File: src/common/ibo_defs.vh
// constants for the interleaved pcm bus output block
`ifndef IBO_DEFS_VH
`define IBO_DEFS_VH
`define IBO_CTRL_OFFSET 9'h084
`define IBO_PORT_STRIDE 12'h200
`define IBO_ADDR_W 12
`define IBO_CTRL_RESET 8'h00
`define IBO_POS_LSB 0
`define IBO_POS_MSB 2
`define IBO_EN_BIT 3
`define IBO_MODE_BIT 4
`define IBO_SIZE_LSB 5
`define IBO_SIZE_MSB 6
`define IBO_SIZE_2DEV 2'h0
`define IBO_SIZE_4DEV 2'h1
`define IBO_SIZE_8DEV 2'h2
`define IBO_CNT_IDLE 12'h800
`define IBO_PORTS 8
`endif

File: src/rtl/ibo_sync.v
// three-stage input synchroniser with agreement filter
`timescale 1ns/10ps
module ibo_sync (
	input wire clk, // sampling clock
	input wire rst_n, // synchronised reset, low active
	input wire din, // asynchronous input
	output reg level_q, // filtered level
	output wire rise // one-cycle pulse on filtered rising edge
);
	reg s1_q;
	reg s2_q;
	reg s3_q;
	wire level_d;

	// level follows only once stages two and three agree
	assign level_d = (s2_q == s3_q) ? s2_q : level_q;
	assign rise = level_d & ~level_q;

	always @(posedge clk or negedge rst_n) begin
		if (!rst_n) begin
			s1_q <= 1'b0;
			s2_q <= 1'b0;
			s3_q <= 1'b0;
			level_q <= 1'b0;
		end else begin
			s1_q <= din;
			s2_q <= s1_q;
			s3_q <= s2_q;
			level_q <= level_d;
		end
	end
endmodule

File: src/rtl/ibo_top.v
// eight-port interleaved pcm bus output with control registers
`timescale 1ns/10ps
`include "ibo_defs.vh"
module ibo_top #(
	parameter PORTS = 8
) (
	input wire sys_clk, // 20 mhz system clock
	input wire rstn, // asynchronous reset, low active
	input wire bus_clk_in, // backplane bus clock pin
	input wire fsync_in, // 8 khz frame sync pin
	input wire reg_wr, // register write strobe, one cycle
	input wire reg_rd, // register read strobe, one cycle
	input wire [11:0] reg_addr, // register byte address
	input wire [7:0] reg_wdata, // register write data
	output reg [7:0] reg_rdata, // register read data
	input wire [8*PORTS-1:0] es_data, // elastic store head byte per port
	output reg [PORTS-1:0] es_rd, // elastic store advance pulse per port
	output reg [PORTS-1:0] pcm_out, // serial pcm data per port
	output reg [PORTS-1:0] bus_slot_output_enable // high while driving
);
	reg rst_s1_q;
	reg rst_s2_q;
	wire rst_n;
	wire bus_tick;
	wire fs_rise;
	reg [11:0] cnt_q;
	reg armed_q;
	reg armed_d;
	wire [11:0] cnt_nxt;
	wire [8*PORTS-1:0] ctrl_flat;
	reg [7:0] rdata_d;

	// register hit test: low bits match offset and port exists
	function hit;
		input [11:0] a;
		begin
			hit = (a[8:0] == `IBO_CTRL_OFFSET) && ({1'b0, a[11:9]} < PORTS);
		end
	endfunction

	// which device owns the bus at this bit count
	function [2:0] owner;
		input [11:0] c;
		input mode;
		input [1:0] size;
		reg [2:0] mask;
		begin
			mask = (size == `IBO_SIZE_2DEV) ? 3'h1 :
				(size == `IBO_SIZE_4DEV) ? 3'h3 : 3'h7;
			owner = mode ? (c[10:8] & mask) : (c[5:3] & mask);
		end
	endfunction

	// bit count lies inside the bus frame for this size
	function in_frame;
		input [11:0] c;
		input [1:0] size;
		begin
			case (size)
			`IBO_SIZE_2DEV: in_frame = (c[11:9] == 3'h0);
			`IBO_SIZE_4DEV: in_frame = (c[11:10] == 2'h0);
			`IBO_SIZE_8DEV: in_frame = ~c[11];
			default: in_frame = 1'b0;
			endcase
		end
	endfunction

	assign rst_n = rst_s2_q;

	always @(posedge sys_clk or negedge rstn) begin
		if (!rstn) begin
			rst_s1_q <= 1'b0;
			rst_s2_q <= 1'b0;
		end else begin
			rst_s1_q <= 1'b1;
			rst_s2_q <= rst_s1_q;
		end
	end

	ibo_sync u_bus_clk (
		.clk(sys_clk),
		.rst_n(rst_n),
		.din(bus_clk_in),
		.level_q(),
		.rise(bus_tick)
	);

	ibo_sync u_fsync (
		.clk(sys_clk),
		.rst_n(rst_n),
		.din(fsync_in),
		.level_q(),
		.rise(fs_rise)
	);

	// bit position counter relative to the common frame sync
	assign cnt_nxt = armed_q ? 12'h000 :
		(cnt_q[11] ? cnt_q : cnt_q + 12'h001);

	// a frame sync beside a bus edge keeps the restart pending
	always @* begin
		armed_d = armed_q;
		if (fs_rise) begin
			armed_d = 1'b1;
		end else if (bus_tick) begin
			armed_d = 1'b0;
		end
	end

	always @(posedge sys_clk or negedge rst_n) begin
		if (!rst_n) begin
			cnt_q <= `IBO_CNT_IDLE;
			armed_q <= 1'b0;
		end else begin
			if (bus_tick) begin
				cnt_q <= cnt_nxt;
			end
			armed_q <= armed_d;
		end
	end

	// register read, unmapped addresses read zero
	always @* begin
		rdata_d = reg_rdata;
		if (reg_rd) begin
			rdata_d = 8'h00;
			if (hit(reg_addr)) begin
				rdata_d = ctrl_flat[8*reg_addr[11:9]+:8];
			end
		end
	end

	always @(posedge sys_clk or negedge rst_n) begin
		if (!rst_n) begin
			reg_rdata <= 8'h00;
		end else begin
			reg_rdata <= rdata_d;
		end
	end

	genvar i;
	generate
		for (i = 0; i < PORTS; i = i + 1) begin : g_port
			reg [7:0] ctrl_q;
			reg [6:0] shift_q;
			reg [6:0] shift_d;
			reg live_q;
			reg live_d;
			reg pcm_d;
			reg oe_d;
			reg rd_d;
			wire en;
			wire mine;
			wire wr_sel;
			wire start;

			assign ctrl_flat[8*i+:8] = ctrl_q;
			assign wr_sel = reg_wr && hit(reg_addr) && (reg_addr[11:9] == i);

			always @(posedge sys_clk or negedge rst_n) begin
				if (!rst_n) begin
					ctrl_q <= `IBO_CTRL_RESET;
				end else if (wr_sel) begin
					ctrl_q <= reg_wdata;
				end
			end

			assign en = ctrl_q[`IBO_EN_BIT];
			assign mine = en &&
				in_frame(cnt_nxt, ctrl_q[`IBO_SIZE_MSB:`IBO_SIZE_LSB]) &&
				(owner(cnt_nxt, ctrl_q[`IBO_MODE_BIT],
				ctrl_q[`IBO_SIZE_MSB:`IBO_SIZE_LSB]) ==
				ctrl_q[`IBO_POS_MSB:`IBO_POS_LSB]);

			// a slot is entered only on a byte boundary
			assign start = mine && (cnt_nxt[2:0] == 3'h0);

			// enabled mid-slot: stay quiet until the next own byte
			always @* begin
				shift_d = shift_q;
				live_d = live_q;
				pcm_d = pcm_out[i];
				oe_d = bus_slot_output_enable[i];
				rd_d = 1'b0;
				if (!en) begin
					live_d = 1'b0;
					pcm_d = 1'b0;
					oe_d = 1'b0;
				end else if (bus_tick) begin
					if (start) begin
						// take a fresh byte, store absorbs slips
						live_d = 1'b1;
						pcm_d = es_data[8*i+7];
						shift_d = es_data[8*i+:7];
						rd_d = 1'b1;
					end else if (mine && live_q) begin
						pcm_d = shift_q[6];
						shift_d = {shift_q[5:0], 1'b0};
					end else begin
						live_d = 1'b0;
						pcm_d = 1'b0;
					end
					oe_d = start || (mine && live_q);
				end
			end

			always @(posedge sys_clk or negedge rst_n) begin
				if (!rst_n) begin
					shift_q <= 7'h00;
					live_q <= 1'b0;
					pcm_out[i] <= 1'b0;
					bus_slot_output_enable[i] <= 1'b0;
					es_rd[i] <= 1'b0;
				end else begin
					shift_q <= shift_d;
					live_q <= live_d;
					pcm_out[i] <= pcm_d;
					bus_slot_output_enable[i] <= oe_d;
					es_rd[i] <= rd_d;
				end
			end
		end
	endgenerate
endmodule

File: config.mk
export PLATFORM = sky130hd
export DESIGN_NAME = ibo_top
export DESIGN_NICKNAME = d
export VERILOG_FILES = /design/src/rtl/ibo_sync.v /design/src/rtl/ibo_top.v
export VERILOG_INCLUDE_DIRS = /design/src /design/src/common
export SDC_FILE = /design/constraint.sdc
export NUM_CORES = 1
export LEC_CHECK = 0
export ABC_AREA = 1
export BUFFER_PORTS_ARGS = -buffer_cell sky130_fd_sc_hd__buf_2
export CORE_MARGIN = 5
export CORE_UTILIZATION = 53
export CTS_CLUSTER_DIAMETER = 50
export DETAILED_ROUTE_END_ITERATION = 12
export HOLD_SLACK_MARGIN = 0.12
export PLACE_DENSITY = 0.77
export SLEW_MARGIN = 20
export SYNTH_ARGS = -nofsm -noshare
export SYNTH_HDL_FRONTEND = slang
export SYNTH_SLANG_ARGS = --single-unit
File: constraint.sdc
create_clock -name sys_clk -period 5.6 [get_ports sys_clk]
set_input_delay 0.84 -clock sys_clk [delete_from_list [all_inputs] [get_ports sys_clk]]
set_output_delay 0.84 -clock sys_clk [all_outputs]
set_load 0.01 [all_outputs]
==> Flow_metrics.wiki <==
{| class="wikitable"
! Metric !! Value
|-
| Total die area || approximately 0.021 sq mm
|-
| Yosys warning count || 0
|-
| Outcome || completed
|-
| Clock buffer count from CTS || 17
|-
| Switching share of total power || roughly 27%
|-
| Worst rel slew slack || roughly 51%
|-
| Actual slew at the worst max-slew pin || roughly 0.74 ns
|-
| Post-Syn Area per Cell || around 7.5 sq um
|-
| Sequential Power Share || between 40 and 50%
|-
| FF/Latch Area || 0.00458 sq mm
|-
| Asr flop ratio synth || 100%
|-
| Clk slew on worst S/H paths || ~0.070 ns
|-
| Via count of the first global-routing pass || roughly 8600
|-
| Most Crowded Layer GR || met2
|-
| Max Root-Sink Buffers || 2
|-
| Leading post-synthesis cells by cell area || dfrtp_1 47%, nand2_1 21%, o21ai_0 5.4%
|-
| Skew-Pair Late Insertion Delay || 0.44 ns
|-
| Top cell type's share of synthesized area || approximately 47%
|-
| Most used standard cell by instance count after synthesis || nand2_1
|-
| Clock Skews || 0.00943 ns
|-
| Post-layout nets || around 1500
|-
| CP startpoint kind || flop
|-
| GP Congestion || 0.931
|-
| GRT met3 Usage || roughly 4.6%
|-
| Total chip power || ~0.003 W
|-
| Net count after synthesis || between 1000 and 1500
|-
| Count of input and output buffers || 121
|-
| Count of hold buffers inserted by post-cts repair || 0
|-
| Peak fanout along the critical path || 11
|-
| DPL Wire Length || ~18000 microns
|-
| Crit. End Element || flop
|-
| Root buf cell || clkbuf_16
|-
| Setup repair after global routing missed its margin || false
|-
| Total standard cell area after synthesis || 0.00969 sq mm
|-
| Count of final max-slew check failures || 0
|-
| Core area || ~0.018 sq mm
|-
| Library cell with the largest summed area after synthesis || dfrtp_1
|-
| Number of setup buffers added after CTS || 0
|-
| Required time at the endpoint of the critical path || roughly 5.9 ns
|-
| Sum of negative setup slack || 0 ns
|-
| First-pass GRT wire length || roughly 43000 microns
|-
| Fraction of the core area covered by cells at the end of the flow || approximately three fifths
|-
| Share of post-route cells with drive strength above 1 || 16.0%
|-
| Number of resized instances in the post-cts repair step || 0
|-
| Path type of the worst min-delay path || in -> async
|-
| Clock network fraction of total power || between 40 and 50%
|-
| Total power divided by cell area || 267 mW/mm^2
|-
| Antenna violations before repair || 0
|-
| Final worst-path cycle share || roughly three fifths
|-
| Met1 layer usage reported by global route || ~33%
|-
| Starting density of the core || roughly 54%
|-
| R2R setup slack || about 2.3 ns
|-
| Core Rows || 49
|-
| Worst reg2reg path depth || 18
|-
| CTS H-tree depth || 4
|-
| Count of max-cap constraint violations || 0
|-
| Leakage power || between 5 and 6 nW
|-
| Register area share after synthesis || around 47%
|-
| Remaining DRCs || 0
|-
| Final number of setup-violating endpoints || 0
|-
| Post-route ant nets || 0
|-
| Worst supply voltage drop on vdd || between 0.2 and 0.25 mV
|-
| Clock Sinks || 183
|-
| Highest achievable clock rate || 301 MHz
|-
| Detailed-route wire length || 26000 microns
|-
| Power spent charging and discharging nets || 0.000813 W
|-
| Number of ports placed on the die boundary || ~120
|-
| Routing usage on met2 || approximately 40%
|-
| Multi-input gate area || about 0.0046 sq mm
|-
| Vias after detailed routing || between 9000 and 10000
|-
| Count of endpoints failing hold in the final timing report || 0
|-
| Post-detailed-placement cell area || 0.0105 sq mm
|-
| Share of power burned in combinational logic || about a tenth
|-
| Worst Path Arrival || between 3 and 4 ns
|-
| CTS tree || built
|-
| Overall routing resource usage || 24.6%
|-
| Die X || ~150 microns
|-
| Area of all placed cells without fillers || between 0.01 and 0.015 sq mm
|-
| Reg2reg start || cnt_q[1]
|-
| Final period demand of the worst path || 3.33 ns
|-
| Crit Reg-Reg Endpoint || g_port[1].shift_q[2]
|-
| Synth Register Bits || approximately 180
|-
| Post-Synthesis Cells || around 1300
|-
| Average wire length per cell after detail routing || between 15 and 20 microns
|-
| List of most frequent post-synthesis cells || 539 x nand2_1, 182 x dfrtp_1, 104 x o21ai_0, 95 x inv_1, 76 x nand3_1
|-
| Primary FF master, synth || dfrtp_1
|-
| Height of the chip || about 150 microns
|-
| Post-synth EDFFs || 0
|-
| # fillers || roughly 1600
|-
| Detailed Routing Iterations Pass 1 || 8
|-
| Initial detailed-routing violation count || between 900 and 1000
|-
| Worst Path Class, Setup || reg -> reg
|-
| Vias per Instance || between 5 and 6
|-
| Internal power || 0.00215 W
|-
| Layout overhead on the synthesized area || 14.6%
|-
| Final hold slack || about 0.17 ns
|-
| Pin count of the biggest net entering global routing || 57
|-
| Count of distinct cell types in the synthesized netlist || 44
|-
| Overflow left after global routing || 0
|}
[routing by layer]
metal,vias to the layer above,wire length [microns]
li1,4443,-
met1,4248,11100
met2,347,12500
met3,64,1780
met4,0,617
met5,-,0
[cell families after synthesis]
group / Yosys count / synth area share (%)
AOI/OAI and AO/OA: 185 / 11.2
xor gates and xnor gates: 1 / 0.0904
buffers and inverters: 142 / 5.78
adders and majority gates: 3 / 0.336
and+or+nand+nor: 781 / 35.3
DFF: 183 / 47.3
other: 1 / 0.0387
[worst max-delay path by stage]
stage / startpoint / end / slack, ns
detailed placement: cnt_q[1] / g_port[5].shift_q[3] / 2.36
finish: cnt_q[1] / g_port[1].shift_q[2] / 2.27
global route: cnt_q[1] / g_port[5].shift_q[3] / 1.91
global placement: cnt_q[1] / g_port[5].shift_q[1] / 2.53
floorplan: rst_n / armed_q / 0.12
CTS: cnt_q[1] / g_port[5].shift_q[3] / 2.32
[metrics by stage]
step                setup WS, ns  instances
global placement            2.53       1620
floorplan                  0.125       1296
CTS                         2.32       1652
global route                1.91       1652
detailed placement          2.36       1620
finish                      2.27       1653
[worst max-delay path, stage by stage, from the launching register on]
cell	delay (ns)
dfrtp_1	0.42
ha_1	0.22
inv_1	0.07
nor2_1	0.16
nand2_1	0.07
nand2_1	0.06
nand3_1	0.32
a21oi_1	0.37
nand2_1	0.09
nand2_1	0.06
nand2_1	0.05
nor2_1	0.08
nand2_1	0.05
nor2_1	0.54
nand2_1	0.35
nand2_1	0.16
nand2_1	0.07
nand2_1	0.06
nand2_1	0.04
[power by group through the flow]
stage / Clock, W / Combinational, W / Sequential, W
floorplan: 0 / 0.000203 / 0.00141
global placement: 0 / 0.000302 / 0.00140
detailed placement: 0 / 0.000309 / 0.00141
CTS: 0.00129 / 0.000310 / 0.00138
global route: 0.00135 / 0.000348 / 0.00138
finish: 0.00127 / 0.000312 / 0.00138
[cells in the final DEF, fill, tap and decap left out, types with 7 or more instances in the layout]
cell type	n
nand2_1	539
dfrtp_1	181
buf_2	121
o21ai_0	104
inv_1	95
nand3_1	76
nor2_1	73
nand4_1	37
o22ai_1	29
a21oi_1	18
clkbuf_16	17
inv_2	16
o21ai_1	12
nand3_2	11
nor2_4	10
nor2_2	7
o211ai_1	7
[cell type report]
type                    instances  share of cell area [%]
well taps                     229                    2.58
flip-flops and latches        183                    41.3
inverters                     111                    3.75
repair buffers                126                    5.79
diodes                          1                  0.0225
clock buffers                  20                    4.11
multi-input cells             971                    41.0
clock inverters                12                    1.46
[registers in the layout, indices dropped and copies added, names as in the netlist, 8 cells and up]
name	flops
g_port.live_q	8
pcm_out	8
g_port.shift_q	56
reg_rdata	8
bus_slot_output_enable	8
cnt_q	12
g_port.ctrl_q	64
es_rd	8
(Power assumes the default switching activity.)
